## config.mk

```make
export PLATFORM = sky130hd
export DESIGN_NAME = supervisor_clock_watchdog
export DESIGN_NICKNAME = d
export VERILOG_FILES = /design/src/supervisor_clock_watchdog.v
export VERILOG_INCLUDE_DIRS = /design/src
export SDC_FILE = /design/constraint.sdc
export NUM_CORES = 1
export LEC_CHECK = 0
export BUFFER_PORTS_ARGS = -buffer_cell sky130_fd_sc_hd__buf_2
export CAP_MARGIN = 20
export CORE_MARGIN = 10
export CORE_UTILIZATION = 59
export CTS_BUF_LIST = sky130_fd_sc_hd__clkbuf_8
export DETAILED_ROUTE_END_ITERATION = 10
export GPL_TIMING_DRIVEN = 0
export PLACE_DENSITY = 0.81
export SLEW_MARGIN = 20
export SYNTH_ARGS = -nofsm -noshare
export SYNTH_HDL_FRONTEND = slang
export SYNTH_SLANG_ARGS = --single-unit
```

## constraint.sdc

```tcl
create_clock -name clk -period 6.35 [get_ports clk]
set_input_delay 1.27 -clock clk [delete_from_list [all_inputs] [get_ports clk]]
set_output_delay 1.27 -clock clk [all_outputs]
set_load 0.02 [all_outputs]
```

## src/supervisor_clock_watchdog_consts.vh

```
// constants of the supervisor, clock and watchdog block
`ifndef SUPERVISOR_CLOCK_WATCHDOG_CONSTS_VH
`define SUPERVISOR_CLOCK_WATCHDOG_CONSTS_VH

// clock period and time units
`define CLK_PERIOD_PS   4000
`define PS_PER_MS       1000000000
`define MS_CYCLES       (`PS_PER_MS / `CLK_PERIOD_PS)
// one bus bit time at 9600 baud, rounded up to whole cycles
`define BIT_TIME_PS     104166667
`define BIT_CYCLES      ((`BIT_TIME_PS + `CLK_PERIOD_PS - 1) / `CLK_PERIOD_PS)

// times in ms
`define BUS_QUAL_MS     10'd2
`define OSC_DELAY_MS    10'd2
// watchdog reset pulse length in cycles
`define WD_PULSE_CYC    8'hFF

// host clock frequencies in Hz and phase steps of a 32-bit accumulator
`define CLK_HZ          64'd250000000
`define F4_HZ           64'd4000000
`define F8_HZ           64'd8000000
`define F16_HZ          64'd16000000
`define STEP(f)         (((f) * 64'h100000000) / `CLK_HZ)

// host clock source select codes
`define HCLK_OFF        2'h0
`define HCLK_SLOW       2'h1
`define HCLK_FAST       2'h2

// reset values
`define WD_SEL_RST      4'h0

`endif

```

## src/supervisor_clock_watchdog.v

```verilog
// supervisor: host clock, transmit marker, reset/warning, states, watchdog
//
// Notes on behaviour
// - all timing derives from one main clock; crystal or external source selectable.
// - clearing the host clock enable stops the host clock output.
// - in Stand-By after power-up the host clock is the slow 4 MHz clock.
// - in Normal the host clock is 8 MHz, or 16 MHz with strap high.
// - leaving Normal for Stand-By keeps the fast clock unless an oscillator fault caused it.
// - marker rises one bit time before a scheduled frame; falls on done/collision.
// - unscheduled frames and responses start in the same cycle that the marker rises.
// - host reset held low while filter, fixed supply or thermal shutdown state is bad.
// - warning low at once on filter below 14 V; after 2 ms on bus low.
// - host reset low when filter capacitor is below 12 V.
// - reset and warning pins only pull low; a pull-up returns them high.
// - bus, filter, adjustable and 20 V supervisor states are readable status.
// - Stand-By from Start-Up: oscillator off, then on after a short delay, slow clock, host on, bus off.
// - Stand-By from Normal keeps supplies on unless a supply caused it.
// - in Stand-By bus traffic is off except when partly allowed.
// - thermal warning pulls the warning pin and sets a readable status bit.
// - thermal shutdown forces Reset, latches status and stops supplies.
// - after cooling go Start-Up then Stand-By; Normal once all is good.
// - warning bit follows temperature; shutdown bit clears on read when cool.
// - host rewrites the watchdog enable before timeout; each rewrite clears timer.
// - early service or missed timeout pulls the host reset low.
// - timeout select sets 33..524 ms timeout and 2..31 ms least period.
// - Normal and warning release need oscillator, no thermal, all supplies good.
// - bus low past the filter time clears bus status, Stand-By, warning.
`timescale 1ns/1ps
`include "supervisor_clock_watchdog_consts.vh"

module supervisor_clock_watchdog #(
  parameter MS_CYC  = `MS_CYCLES,   // cycles per millisecond
  parameter BIT_CYC = `BIT_CYCLES   // cycles per bus bit
) (
  input  wire       clk,              // 250 MHz main clock
  input  wire       sys_rst,          // async reset, active high
  input  wire       clockSourceSelect, // 1 external generator, 0 crystal
  input  wire       xtalRunning,      // crystal oscillator running
  input  wire       extClkRunning,    // external generator running
  input  wire       hostClockOutputEnable, // host clock enable bit
  input  wire       hostClockRateStrap, // 0 8 MHz, 1 16 MHz
  input  wire       busVoltageOk,     // bus above low threshold
  input  wire       filterAbove14V,   // filter capacitor above 14 V
  input  wire       filterCapVoltageOk, // filter capacitor above 12 V
  input  wire       fixedSupplyOk,    // fixed converter started
  input  wire       adjustableSupplyOk, // adjustable supply good
  input  wire       twentyVoltSupplyOk, // 20 V supply good
  input  wire       thermalWarning,   // above warning temperature
  input  wire       thermalShutdown,  // above shutdown temperature
  input  wire       shutdownRead,     // pulse: host reads shutdown bit
  input  wire       busPartialAllow,  // stand-by partial bus activity
  input  wire       triggerEnable,    // control register bit 3
  input  wire       txRequest,        // pulse: frame ready to send
  input  wire       txScheduled,      // frame sent within bus-idle time
  input  wire       txDone,           // pulse: transmission complete
  input  wire       txCollision,      // pulse: collision seen
  input  wire       wdWrite,          // pulse: watchdog register write
  input  wire       wdEnableData,     // written enable value
  input  wire [3:0] wdTimeoutSelect,  // written timeout select
  output reg        hostClockOutput,  // clock to host
  output reg        transmitMarkerOut, // transmit trigger pin
  output reg        txGo,             // pulse: start transmission
  output wire       hostResetOut,     // reset pin drive level
  output wire       hostResetOe,      // reset pin pulled low when high
  output wire       warnOut,          // warning pin drive level
  output wire       warnOe,           // warning pin pulled low when high
  output wire       busOkStatus,      // bus supervisor status
  output wire       filterOkStatus,   // filter supervisor status
  output wire       adjOkStatus,      // adjustable supply status
  output wire       v20OkStatus,      // 20 V supply status
  output wire       oscStatus,        // oscillator running status
  output wire       thermalWarnStatus, // thermal warning status
  output reg        shutdownLatched,  // latched thermal shutdown
  output wire [3:0] stateOut,         // one-hot analog state
  output reg        oscEnable,        // oscillator enable
  output wire       fixedSupplyEnable, // fixed converter enable
  output wire       auxSupplyEnable,  // adjustable and 20 V enable
  output wire       hostIfActive,     // host interface active
  output wire       busCommActive,    // bus communication active
  output reg        wdEnabled         // watchdog running
);

  localparam [3:0] ST_RESET   = 4'h1;
  localparam [3:0] ST_STARTUP = 4'h2;
  localparam [3:0] ST_STANDBY = 4'h4;
  localparam [3:0] ST_NORMAL  = 4'h8;

  localparam [63:0] STEP4  = `STEP(`F4_HZ);
  localparam [63:0] STEP8  = `STEP(`F8_HZ);
  localparam [63:0] STEP16 = `STEP(`F16_HZ);

  reg  [3:0]  state_q;
  reg  [3:0]  state_d;
  reg  [17:0] msDiv_q;
  reg         fromNormal_q;
  reg         xtalCause_q;
  reg         supplyCause_q;
  reg  [9:0]  busLowMs_q;
  reg  [9:0]  oscDelayMs_q;
  reg  [31:0] phase_q;
  reg  [31:0] step;
  reg  [1:0]  clkSel;
  reg  [31:0] bitCnt_q;
  reg         leadWait_q;
  reg  [9:0]  wdMs_q;
  reg  [3:0]  wdSel_q;
  reg  [7:0]  wdPulse_q;
  reg  [9:0]  wdTimeout;
  reg  [9:0]  wdMin;

  wire msTick   = (msDiv_q == MS_CYC[17:0] - 18'h00001);
  wire oscOk    = clockSourceSelect ? extClkRunning : xtalRunning;
  wire busOk    = (busLowMs_q < `BUS_QUAL_MS);
  wire allGood  = oscOk & ~thermalWarning & ~thermalShutdown &
                  busOk & filterCapVoltageOk &
                  adjustableSupplyOk & twentyVoltSupplyOk;
  wire stResetN = ~thermalShutdown & filterCapVoltageOk;
  wire wdFire   = (wdPulse_q != 8'h00);

  assign stateOut          = state_q;
  assign busOkStatus       = busOk;
  assign filterOkStatus    = filterCapVoltageOk;
  assign adjOkStatus       = adjustableSupplyOk;
  assign v20OkStatus       = twentyVoltSupplyOk;
  assign oscStatus         = oscOk & oscEnable;
  assign thermalWarnStatus = thermalWarning;
  assign fixedSupplyEnable = ~state_q[0];
  assign auxSupplyEnable   = (state_q[2] | state_q[3]) & filterCapVoltageOk &
                             ~(fromNormal_q & supplyCause_q);
  assign hostIfActive      = state_q[2] | state_q[3];
  assign busCommActive     = state_q[3] |
                             (state_q[2] & busPartialAllow);

  // open-drain pins: drive level is always low
  assign hostResetOut = 1'b0;
  assign warnOut      = 1'b0;
  assign hostResetOe  = state_q[0] | state_q[1] | ~fixedSupplyOk |
                        ~filterCapVoltageOk | thermalShutdown |
                        wdFire;
  assign warnOe       = ~state_q[3] | ~filterAbove14V |
                        thermalWarning;

  always @* begin
    state_d = state_q;
    case (state_q)
      ST_RESET: begin
        if (stResetN) begin
          state_d = ST_STARTUP;
        end
      end
      ST_STARTUP: begin
        if (!stResetN) begin
          state_d = ST_RESET;
        end else if (fixedSupplyOk) begin
          state_d = ST_STANDBY;
        end
      end
      ST_STANDBY: begin
        if (!stResetN || !fixedSupplyOk) begin
          state_d = ST_RESET;
        end else if (allGood && oscEnable) begin
          state_d = ST_NORMAL;
        end
      end
      ST_NORMAL: begin
        if (!stResetN || !fixedSupplyOk) begin
          state_d = ST_RESET;
        end else if (!allGood) begin
          state_d = ST_STANDBY;
        end
      end
      default: state_d = ST_RESET;
    endcase
  end

  always @(posedge clk or posedge sys_rst) begin
    if (sys_rst) begin
      state_q       <= ST_RESET;
      msDiv_q       <= 18'h00000;
      fromNormal_q  <= 1'b0;
      xtalCause_q   <= 1'b0;
      supplyCause_q <= 1'b0;
      busLowMs_q    <= 10'h000;
      oscDelayMs_q  <= 10'h000;
      oscEnable     <= 1'b0;
    end else begin
      state_q <= state_d;
      msDiv_q <= msTick ? 18'h00000 : msDiv_q + 18'h00001;
      if (busVoltageOk) begin
        busLowMs_q <= 10'h000;
      end else if (msTick && busLowMs_q < `BUS_QUAL_MS) begin
        busLowMs_q <= busLowMs_q + 10'h001;
      end
      if (state_q[3] && state_d[2]) begin
        fromNormal_q  <= 1'b1;
        xtalCause_q   <= ~oscOk;
        supplyCause_q <= ~adjustableSupplyOk |
                         ~twentyVoltSupplyOk;
      end else if (state_d[0] || state_d[1]) begin
        fromNormal_q  <= 1'b0;
        xtalCause_q   <= 1'b0;
        supplyCause_q <= 1'b0;
      end
      // oscillator starts a short delay after Stand-By entry
      if (!(state_q[2] || state_q[3])) begin
        oscDelayMs_q <= 10'h000;
        oscEnable    <= 1'b0;
      end else if (oscDelayMs_q >= `OSC_DELAY_MS) begin
        oscEnable    <= 1'b1;
      end else if (msTick) begin
        oscDelayMs_q <= oscDelayMs_q + 10'h001;
      end
    end
  end

  // shutdown flag: set wins over the read clear
  always @(posedge clk or posedge sys_rst) begin
    if (sys_rst) begin
      shutdownLatched <= 1'b0;
    end else if (thermalShutdown) begin
      shutdownLatched <= 1'b1;
    end else if (shutdownRead) begin
      shutdownLatched <= 1'b0;
    end
  end

  // host clock select and phase accumulator
  always @* begin
    clkSel = `HCLK_OFF;
    if (!hostClockOutputEnable) begin
      clkSel = `HCLK_OFF;
    end else if (state_q[3]) begin
      clkSel = `HCLK_FAST;
    end else if (state_q[2]) begin
      clkSel = (fromNormal_q && !xtalCause_q) ?
               `HCLK_FAST : `HCLK_SLOW;
    end
    case (clkSel)
      `HCLK_SLOW: step = STEP4[31:0];
      `HCLK_FAST: step = hostClockRateStrap ?
                         STEP16[31:0] : STEP8[31:0];
      default:    step = 32'h00000000;
    endcase
  end

  always @(posedge clk or posedge sys_rst) begin
    if (sys_rst) begin
      phase_q         <= 32'h00000000;
      hostClockOutput <= 1'b0;
    end else if (clkSel == `HCLK_OFF) begin
      phase_q         <= 32'h00000000;
      hostClockOutput <= 1'b0;
    end else begin
      phase_q         <= phase_q + step;
      hostClockOutput <= phase_q[31];
    end
  end

  // transmit marker: lead of one bit for scheduled frames
  always @(posedge clk or posedge sys_rst) begin
    if (sys_rst) begin
      transmitMarkerOut <= 1'b0;
      txGo              <= 1'b0;
      leadWait_q        <= 1'b0;
      bitCnt_q          <= 32'h00000000;
    end else begin
      txGo <= 1'b0;
      if (txDone || txCollision) begin
        transmitMarkerOut <= 1'b0;
        leadWait_q        <= 1'b0;
      end else if (txRequest && !transmitMarkerOut) begin
        transmitMarkerOut <= triggerEnable;
        leadWait_q        <= txScheduled;
        bitCnt_q          <= 32'h00000001;
        txGo              <= ~txScheduled;
      end else if (leadWait_q) begin
        bitCnt_q <= bitCnt_q + 32'h00000001;
        if (bitCnt_q == BIT_CYC) begin
          txGo       <= 1'b1;
          leadWait_q <= 1'b0;
        end
      end
    end
  end

  // watchdog timing table in ms
  always @* begin
    case (wdSel_q)
      4'h0: begin wdTimeout = 10'd33;  wdMin = 10'd2;  end
      4'h1: begin wdTimeout = 10'd66;  wdMin = 10'd4;  end
      4'h2: begin wdTimeout = 10'd98;  wdMin = 10'd6;  end
      4'h3: begin wdTimeout = 10'd131; wdMin = 10'd8;  end
      4'h4: begin wdTimeout = 10'd164; wdMin = 10'd10; end
      4'h5: begin wdTimeout = 10'd197; wdMin = 10'd12; end
      4'h6: begin wdTimeout = 10'd229; wdMin = 10'd14; end
      4'h7: begin wdTimeout = 10'd262; wdMin = 10'd16; end
      4'h8: begin wdTimeout = 10'd295; wdMin = 10'd18; end
      4'h9: begin wdTimeout = 10'd328; wdMin = 10'd20; end
      4'hA: begin wdTimeout = 10'd360; wdMin = 10'd23; end
      4'hB: begin wdTimeout = 10'd393; wdMin = 10'd25; end
      4'hC: begin wdTimeout = 10'd426; wdMin = 10'd27; end
      4'hD: begin wdTimeout = 10'd459; wdMin = 10'd29; end
      4'hE: begin wdTimeout = 10'd492; wdMin = 10'd30; end
      default: begin wdTimeout = 10'd524; wdMin = 10'd31; end
    endcase
  end

  always @(posedge clk or posedge sys_rst) begin
    if (sys_rst) begin
      wdEnabled <= 1'b0;
      wdSel_q   <= `WD_SEL_RST;
      wdMs_q    <= 10'h000;
      wdPulse_q <= 8'h00;
    end else begin
      if (wdFire) begin
        wdPulse_q <= wdPulse_q - 8'h01;
        wdMs_q    <= 10'h000;
      end else if (wdWrite) begin
        wdSel_q   <= wdTimeoutSelect;
        wdEnabled <= wdEnableData;
        wdMs_q    <= 10'h000;
        if (wdEnabled && wdEnableData && wdMs_q < wdMin) begin
          wdPulse_q <= `WD_PULSE_CYC;
        end
      end else if (wdEnabled) begin
        if (wdMs_q >= wdTimeout) begin
          wdPulse_q <= `WD_PULSE_CYC;
        end else if (msTick) begin
          wdMs_q <= wdMs_q + 10'h001;
        end
      end
    end
  end

endmodule

```

== Yosys cells after proc, flatten, opt, wreduce, memory -nomap -nowiden ==
Memory sizes are Yosys's and may differ from the RTL's.
Index checks and enable logic that the tools add are counted.

* Flip-flop bits (word level): 138
* ROM bits: 224
* Bits of input ports: 28
* Output and inout port bits: 24
* Word-level logic and storage cells: 169
* Memories: 1

* $add $sub $neg: 7
* Order comparisons: 4
* Eq/ne operators: 17
* Muxes and demuxes: 53
* Bitwise logic cells: 36
* Reductions and logical operators: 31

{| class="wikitable"
|+ Memory list
! name !! depth !! width !! rd ports !! clocked after memory_dff !! write ports !! RTL line !! source
|-
| (no name shown) || 16 || 14 || 1 || 0 || 0 || supervisor_clock_watchdog.v:288 || <nowiki>case (wdSel_q)</nowiki>
|}

{| class="wikitable"
|+ Operators by type and width
! operator !! count
|-
| $mux W10 || 10
|-
| $mux W32 || 3
|-
| $pmux W29 S2 || 1
|-
| $mux W8 || 5
|-
| $add A32 B1 Y32 const B || 1
|-
| $add A32 B32 Y32 || 1
|-
| $eq A32 B15 Y1 const B || 1
|-
| $add A10 B1 Y10 const B || 3
|-
| $mux W29 || 1
|-
| $mux W4 || 7
|-
| $mux W1 || 20
|-
| $add A18 B1 Y18 const B || 1
|-
| $eq A18 B18 Y1 const B || 1
|-
| $mux W18 || 1
|-
| $pmux W4 S4 || 1
|-
| $not A1 Y1 || 14
|-
| $and A1 B1 Y1 || 12
|-
| $ne A3 B3 Y1 const B || 4
|-
| $ge A10 B10 Y1 || 1
|-
| $ge A10 B2 Y1 const B || 1
|-
| $lt A10 B10 Y1 || 1
|-
| $lt A10 B2 Y1 const B || 1
|-
| $or A1 B1 Y1 || 10
|-
| $reduce_bool A2 Y1 || 5
|-
| other kinds (20) || 42
|}

== Depth between registers and ports, before layout ==
Gate-level depths: netlist of the first run.

* Depth in word-level cells: 14
* Depth in mapped cells: 15
* Depth with buffers taken out: 15

== Least setup slack after synthesis of the first run ==
OpenSTA, ideal clock, no wires.

* Kind: input -> register
* Start point: in hostClockOutputEnable
* End point: reg phase_q[27]
* Library setup time: 0.125 ns
* Data arrival time: 4.036 ns
* Data required time: 6.225 ns
* Setup slack: 2.189 ns
* Stages on the path: 13
* Buffers on the path: 0
* Cell sequence: o21ai_0 -> inv_1 -> ha_1 -> and2_1 -> o21a_1 -> ha_1 -> a211oi_1 -> nor2_1 -> o31ai_2 -> a311o_1 -> a21oi_1 -> a31oi_1 -> mux2_2

* Word-level cells in the longest chain between the ends: 5
* Elaborated cells on any way between the ends: 7
* Those cells by class: add/sub: 1; eq/ne: 2; mux: 3; reduce/logical: 1

{| class="wikitable"
|+ RTL lines
! item !! RTL line !! source
|-
| start, declared || supervisor_clock_watchdog.v:40 || <nowiki>input wire hostClockOutputEnable,</nowiki>
|-
| $mux W2 * || supervisor_clock_watchdog.v:230 || <nowiki>if (!hostClockOutputEnable) begin</nowiki>
|-
| $eq A2 B2 Y1 or $eq A2 B1 Y1 (tied branches) || supervisor_clock_watchdog.v:238 || <nowiki>case (clkSel)</nowiki>
|-
| $pmux W29 S2 || supervisor_clock_watchdog.v:238 ||
|-
| $add A32 B32 Y32 || supervisor_clock_watchdog.v:254 || <nowiki>phase_q <= phase_q + step;</nowiki>
|-
| $mux W32 * || supervisor_clock_watchdog.v:250 || <nowiki>end else if (clkSel == `HCLK_OFF) begin</nowiki>
|-
| end signal, assigned || supervisor_clock_watchdog.v:254 ||
|-
| end, declared || supervisor_clock_watchdog.v:100 || <nowiki>reg [31:0] phase_q;</nowiki>
|}

Mark *: on every way between the ends. The rest lies on a longest branch, timed or not.
A chain may end at the register's enable or synchronous reset.

== Worst setup path after layout of the first run ==
Same ends and word-level chain as after synthesis.

==> metrics, run 1 <==
status=finished, final reports clean; cell taking the most area after synthesis=dfrtp_1; cell area after layout=0.00892 sq mm; required time worst endpoint=6.70 ns; CTS tree=built; Synth Instances=850; first-pass GRT wire length=28.4 mm; Final WS setup=1.72 ns; Compound-Gate Fraction of Synth Area=13.0%; post-synthesis sequential element count=138; CTS Root Cell=clkbuf_8; Min-Delay Path Depth=1; share of layout cells above drive strength 1=12.7%; CP Max Fanout=6; synth warn=0; largest family of logic cells by synthesized area=simple AND/OR/NAND/NOR gates; Final Net Count=1004; Buffers on Ports=48; CTS resizes=0; Setup CP Type=in -> reg; R2R depth=15; count of cell types in the netlist=71; most common cell in the synthesized netlist=dfrtp_1; Post-Synth XOR/XNOR Area=7.62%; cell row count=42; initial antenna violation count=0; Final GP Congestion=0.880; Synth Area in Adders=8.96%; final setup violation count=0; part of the cycle the worst path needs=72.9%; Post-Synthesis Cell Area=0.00804 sq mm; RSZ-0062 raised after global routing=no; dpl hpwl=12.0 mm; Fill cells=1070; # Post-CTS Setup Buffers=0; Hold Buf Count CTS=0; final WL=16.6 mm; Slowest Stage Delay on Critical Path=0.57 ns; total chip power=1.65 mW; die width=137 um; Die Area=0.0187 sq mm; Slew headroom=53.5%; core box area=0.0133 sq mm; CP Data Arrival Time=4.98 ns; setup_tns=0 ns; grt ovf=0; vias in the first global route=6140; worst min path class=reg -> reg; max_cap viols=0; largest net degree at the start of global routing=82; DRT antenna net count=0; syn avg cell area=9.46 sq um; leakage power=4.07 nW; via density per instance=5.78; routed len/inst=15.0 um; Post-synth top cells=137 x dfrtp_1, 111 x nor2_1, 56 x ha_1; critical path buffer and inverter count=2; Initial Util=60.5%; CP Depth=14; cell family with the largest share of critical-path delay=compound AO/OA/AOI/OAI gates; Area Overhead vs Synth=11.0%; CTS sink cnt=138; dpl cells=1076; clk buf depth=2; proportion of synthesized area in mux cells=2.02%; DR iter-0 viols=371; Die H=137 um; Async S/R FF share, synth=100%; final worst path period need=4.63 ns; Placement Setup Slack=1.31 ns; EDFF count, synth=0; overall global routing resource usage=18.4%; largest cells by area after synthesis=dfrtp_1 43%, ha_1 8.7%, nor2_1 5.2%; clk_skew=0.0102 ns; CTS H-Tree Depth=4; Detailed Routing Iterations Pass 1=5; simple-gate share of the synthesized area=22.3%; Setup crit end kind=flip-flop; Hold Fails Final Rpt=0; Final Slew Violations=0; crit path launch type=primary input; ant diodes=0; DR vias=6401; IR Drop Worst-Case VDD=0.000166 V; top-area cell type share of the netlist area=42.6%; insertion delay to the later sink of the worst-skew pair=0.46 ns; pwr dens=185 mW/mm^2; Achievable Freq=0.216 GHz; clock slew at reported path FFs=0.08 ns; CP max stage cell=nor2b_1; register area share after synthesis=43.0%; Post-synth top flop=dfrtp_1; CTS Buf Count=17; I/O pin total=52; crit-path cells=buf_2 -> o21ai_0 -> inv_1 -> ha_1 -> nor2b_1 -> o21a_1 -> ha_1 -> o21ai_0 -> nor2_1 -> o31ai_2 -> a311o_1 -> a21oi_1 -> a31oi_1 -> mux2_2; drt drc=0; non-filler cells, final=1108; Post-DP Area=0.00854 sq mm; slew of the pin with the lowest slew margin=0.696 ns
[layout by cell type (no fill, tap or decap), drive strengths merged, types with 3 or more instances in the layout]
cell type  netlist  final
nor2b           20     20
inv             30     34
nor2           111    111
and2            11     11
and3            16     16
a2111oi          3      3
ha              56     56
o21a            11     11
or3             12     12
mux2i            5      5
clkinvlp         0      5
o31ai            5      5
dfrtp          137    137
o211ai           5      5
xnor2           32     32
nand4           25     25
mux2            10     10
nor3            21     21
buf             13     62
or2              3      3
o21ai           41     41
nor4            12     12
a31oi           10     10
or4              3      3
clkbuf          13     32
clkinv           1      4
nand3b           7      7
nand2           47     47
nand2b          14     14
nand3           34     34
and4             8      8
a211oi           7      7
xor2            38     38
a21o            12     12
a21oi           47     47
[state kept, by name (all words and copies together) (netlist names), 8 cells and up]
name and cells:
busLowMs_q 10, phase_q 32, oscDelayMs_q 10, wdPulse_q 8, msDiv_q 18, bitCnt_q 32
wdMs_q 10
[report_power, final]
| group | internal [mW] | leakage [nW] | switching (mW) | total [mW] |
|---|---|---|---|---|
| logic | 0.0220 | 2.01 | 0.0446 | 0.0666 |
| registers | 0.885 | 1.88 | 0.00720 | 0.892 |
| clock network | 0.332 | 0.183 | 0.359 | 0.691 |
| total | 1.24 | 4.07 | 0.411 | 1.65 |
[layout make-up]
class / count / area [sq um] / share of cell area, %
plain buffers: 26 / 125 / 1.40
clock buffers: 19 / 262 / 2.93
clock inverters: 13 / 120 / 1.35
inverters: 31 / 124 / 1.39
multi-input cells: 656 / 4350 / 48.7
flip-flops and latches: 138 / 3450 / 38.7
well taps: 176 / 220 / 2.47
repair buffers: 49 / 268 / 3.00
[final timing paths]
| kind | from | to | slack (ns) |
|---|---|---|---|
| max in group asynchronous | sys_rst | phase_q[14]$_DFF_PP0_ | 4.80 |
| worst min register to register | msDiv_q[0]$_DFF_PP0_ | msDiv_q[0]$_DFF_PP0_ | 0.48 |
| worst max register to register | stateOut[2]$_DFF_PP0_ | phase_q[27]$_DFF_PP0_ | 1.94 |
| worst max-delay path | hostClockOutputEnable | phase_q[27]$_DFF_PP0_ | 1.72 |
| worst min-delay path | msDiv_q[0]$_DFF_PP0_ | msDiv_q[0]$_DFF_PP0_ | 0.48 |
| min in group asynchronous | sys_rst | shutdownLatched$_DFFE_PP0P_ | 0.83 |
[worst reg2reg max path: stages (launching register included)]
cell and delay, ns:
dfrtp_1 0.48, inv_1 0.13, nor2_1 0.05, o21ai_0 0.39, inv_1 0.13, ha_1 0.21, and2_1 0.30, o21a_1 0.28
ha_1 0.35, a211oi_1 0.28, nor2_1 0.12, o31ai_2 0.49, a311o_1 0.33, a21oi_1 0.19, a31oi_1 0.24, mux2_2 0.35
[stage by stage]
stage | util (%) | hold WS (ns)
after floorplan | - | 0.433
after global placement | 64.0 | 0.451
after detailed placement | 64.2 | 0.469
after CTS | 67.1 | 0.481
after global routing | 67.1 | 0.508
final | 67.1 | 0.480
[per-layer routing]
metal | up-vias | track usage (%) | wire (um)
li1 | 3149 | - | -
met1 | 3104 | 24.0 | 7560
met2 | 120 | 29.5 | 8150
met3 | 28 | 3.89 | 648
met4 | 0 | 6.80 | 249
met5 | - | 0 | 0
[kinds of logic after synthesis]
logic type                 count (synthesis)
xor gates and xnor gates                  70
DFF                                      138
muxes                                     15
and+or+nand+nor                          350
AOI/OAI and AO/OA                        162
buffers and inverters                     57
other                                      1
adders and majority gates                 57
No activity file was read; power rests on OpenSTA's default activity.
==> inputs of run 2 (changes only) <==
ABC_AREA = 1   (was default)
clock period = 4.8 ns   (was 6.35 ns; I/O delays follow)
==> run 2 against run 1 <==
Compared with the run above:
- area after synthesis up 11%
- total power up 75%
- critical path depth up 5
- clock skew down 0.00053 ns
- synthesized cell count up 42%
- highest routed layer is now met5
- sequential power up 46%
- hold slack worse by 0.0012 ns
- sequential share of layout area down 3.7 points
- via count up 25%
- core utilization about the same
- sequential cell count unchanged
==> metrics, run 2 <==
top-area cell type share of the netlist area=38.3% (-4.4 points); worst min path class=reg -> reg; grt ovf=0 (unchanged); CTS Root Cell=clkbuf_8; die width=143 um (+4.7%); via density per instance=5.46 (-5.5%); cell row count=44 (+4.8%); CP Launch Point=stateOut[3]$_DFFE_PP0P_; clock slew at reported path FFs=0.08 ns (about the same); crit path launch type=flip-flop; CP max stage cell=nor2_1; largest cells by area after synthesis=dfrtp_1 38%, nand2_1 10%, ha_1 7.8%; combinational share of power=21.9% (+18 points); Sw Pwr=0.946 mW (+130%); final WL=20.5 mm (+23%); CTS Buf Count=17 (unchanged); CP Max Fanout=7 (+1); Post-synth top cells=246 x nand2_1, 169 x inv_1, 161 x nor2_1; crit-path cells=nor2_1 -> inv_1 -> o211ai_1 -> inv_1 -> ha_1 -> inv_1 -> nor2_1 -> nor2_1 -> nor2_1 -> ha_1 -> a21oi_1 -> a21boi_0 -> nor2_1 -> nor2_1 -> nand2_1 -> nand2_1 -> nand2_1 -> o21ai_0 -> a21oi_1; drt drc=0 (unchanged); Initial Util=60.9% (+0.45 points); RR Startpoint=stateOut[3]$_DFFE_PP0P_; I/O pin total=52 (unchanged); synth warn=0 (unchanged); DR iter-0 viols=742 (+100%); Detailed Routing Iterations Pass 1=6 (+1); post-synthesis sequential element count=138 (unchanged); most common cell in the synthesized netlist=nand2_1; worst r2r dst=phase_q[22]$_DFF_PP0_; EDFF count, synth=0 (unchanged); Post-synth top flop=dfrtp_1; cell taking the most area after synthesis=dfrtp_1; R2R depth=19 (+4); register area share after synthesis=38.6% (-4.4 points); initial antenna violation count=1 (+1); Slowest Stage Delay on Critical Path=0.51 ns (-0.06 ns); non-filler cells, final=1471 (+33%); Buffers on Ports=48 (unchanged); Die Area=0.0205 sq mm (+9.7%); Final Net Count=1359 (+35%); leakage power=4.81 nW (+18%); Seq pwr share=45.1% (-9.0 points); DRT antenna net count=0 (unchanged); Final GP Congestion=0.949 (+7.8%); part of the cycle the worst path needs=82.5%; smallest hold slack=0.479 ns (-0.00123 ns); CTS sink cnt=138 (unchanged); clk buf depth=2 (unchanged); Hold Fails Final Rpt=0 (unchanged); Async S/R FF share, synth=100% (unchanged); syn avg cell area=7.43 sq um (-21%); Top Registers=bitCnt_q: 32 flops, phase_q: 32 flops, msDiv_q: 18 flops; Clock power frac=33.0% (-8.9 points); RSZ-0062 raised after global routing=no; Hold Buf Count CTS=0 (unchanged); slew of the pin with the lowest slew margin=0.667 ns (-0.0291 ns); Achievable Freq=0.253 GHz; ant diodes=0 (unchanged); Setup CP Type=reg -> reg; final setup violation count=0 (unchanged); max_cap viols=0 (unchanged); DR vias=8033 (+25%); clk_skew=0.00965 ns (-0.000534 ns); most frequent cells in the layout=246 x nand2_1, 169 x inv_1, 161 x nor2_1; routed len/inst=13.9 um (-7.1%); P_int=1.94 mW (+57%); count of cell types in the netlist=52 (-27%); vias in the first global route=7686 (+25%); dpl cells=1439 (+34%); CP most frequent cell=nor2_1; Sw Share=32.7% (+7.8 points); required time worst endpoint=5.14 ns (-1.56 ns); Post-Synthesis Cell Area=0.00896 sq mm (+11%); largest net degree at the start of global routing=91 (+11%); insertion delay to the later sink of the worst-skew pair=0.46 ns (about the same); Synth Instances=1205 (+42%); Area Overhead vs Synth=10.1%; Setup crit end kind=flip-flop; CP endpoint=phase_q[22]$_DFF_PP0_; flop-to-flop setup slack=0.84 ns (-1.10 ns); CTS tree=built; CTS resizes=0 (unchanged); Die H=143 um (+4.7%); # Post-CTS Setup Buffers=0 (unchanged); pwr dens=293 mW/mm^2 (+59%); status=finished, final reports clean; CTS H-Tree Depth=4 (unchanged); Final Slew Violations=0 (unchanged); dpl hpwl=15.6 mm (+30%); share of layout cells above drive strength 1=11.1% (-1.5 points); first-pass GRT wire length=35.3 mm (+24%); CP Data Arrival Time=4.29 ns (-0.69 ns); IR Drop Worst-Case VDD=0.000174 V (+4.9%); commonest non-fill, non-tap cell in the layout=nand2_1; final worst path period need=3.96 ns; Slew headroom=55.4% (+1.9 points); core box area=0.0147 sq mm (+11%); overall global routing resource usage=20.9% (+2.5 points)
==> run 2: changes by cell type in the layout (fill, tap and decap cells not counted), moves of 25 or more <==
cell | previous run | this run
o21ai_0 | 41 | 74
xnor2_1 | 32 | 7
nand2_1 | 47 | 246
nor2_1 | 111 | 161
a21oi_1 | 47 | 87
inv_1 | 30 | 169
==> run 2: power by group through the flow <==
stage	clock, mW	combinational [mW]	sequential (mW)
after floorplan	0	0.475	1.32
after global placement	0	0.610	1.33
after detailed placement	0	0.637	1.33
after CTS	0.966	0.643	1.30
after global routing	1.01	0.739	1.32
final	0.953	0.633	1.30
==> run 2: kinds of logic after synthesis <==
group	count (synthesis)	share of synthesized area [%]
xor gates and xnor gates	21	2.05
AOI/OAI and AO/OA	218	13.5
muxes	1	0.126
DFF	138	38.6
adders and majority gates	57	8.05
other	1	0.0419
and+or+nand+nor	572	29.1
buffers and inverters	197	8.61
==> run 2: through the flow <==
step           setup WS (ns)  instance area [sq um]  TNS [ns]  utilization [%]  power [mW]
3_5_place_dp           0.647                   9470         0             64.4        1.96
3_3_place_gp           -1.40                   9430   -189.99             64.2        1.94
5_1_grt                0.455                   9860         0             67.1        3.07
4_1_cts                0.919                   9860         0             67.1        2.91
2_1_floorplan          0.145                   8960         0                -        1.80
6_report               0.842                   9860         0             67.1        2.89
==> run 2: final cells by class <==
| cell class | count | area, sq um |
|---|---|---|
| multi-input cells | 871 | 4730 |
| plain buffers | 18 | 98.8 |
| flip-flops and latches | 138 | 3450 |
| well taps | 184 | 230 |
| clock buffers | 18 | 248 |
| repair buffers | 49 | 268 |
| fillers | 1251 | 4840 |
| inverters | 179 | 679 |
| clock inverters | 14 | 148 |
==> run 2: worst min-delay path by stage <==
| stage | slack [ns] | cells after the start | start | endpoint |
|---|---|---|---|---|
| final | 0.48 | 1 | msDiv_q[0]$_DFF_PP0_ | msDiv_q[0]$_DFF_PP0_ |
| after global placement | 0.46 | 2 | busLowMs_q[8]$_DFFE_PP0P_ | busLowMs_q[8]$_DFFE_PP0P_ |
| after CTS | 0.48 | 1 | msDiv_q[0]$_DFF_PP0_ | msDiv_q[0]$_DFF_PP0_ |
| after detailed placement | 0.47 | 1 | msDiv_q[0]$_DFF_PP0_ | msDiv_q[0]$_DFF_PP0_ |
| after global routing | 0.49 | 1 | msDiv_q[0]$_DFF_PP0_ | msDiv_q[0]$_DFF_PP0_ |
| after floorplan | 0.43 | 1 | msDiv_q[0]$_DFF_PP0_ | msDiv_q[0]$_DFF_PP0_ |
==> run 2: metal layers <==
metal  GRT usage, %  vias to the layer above  wire length [um]  share of wire, %
met1           28.2                     3661              9640                47
met5              0                        -                13             0.063
li1               -                     4096                 -                 -
met2           32.2                      232              9100                44
met3           4.88                       42              1340               6.5
met4           7.00                        2               393               1.9
==> run 2: critical path, delay by kind of cell (launching register included) <==
kind | cells | cell delay, ns
buffers and inverters | 3 | 0.37
AND/OR/NAND/NOR | 9 | 1.55
flip-flops | 1 | 0.44
AO/OA/AOI/OAI | 5 | 0.92
adder cells (fa/ha/maj) | 2 | 0.55
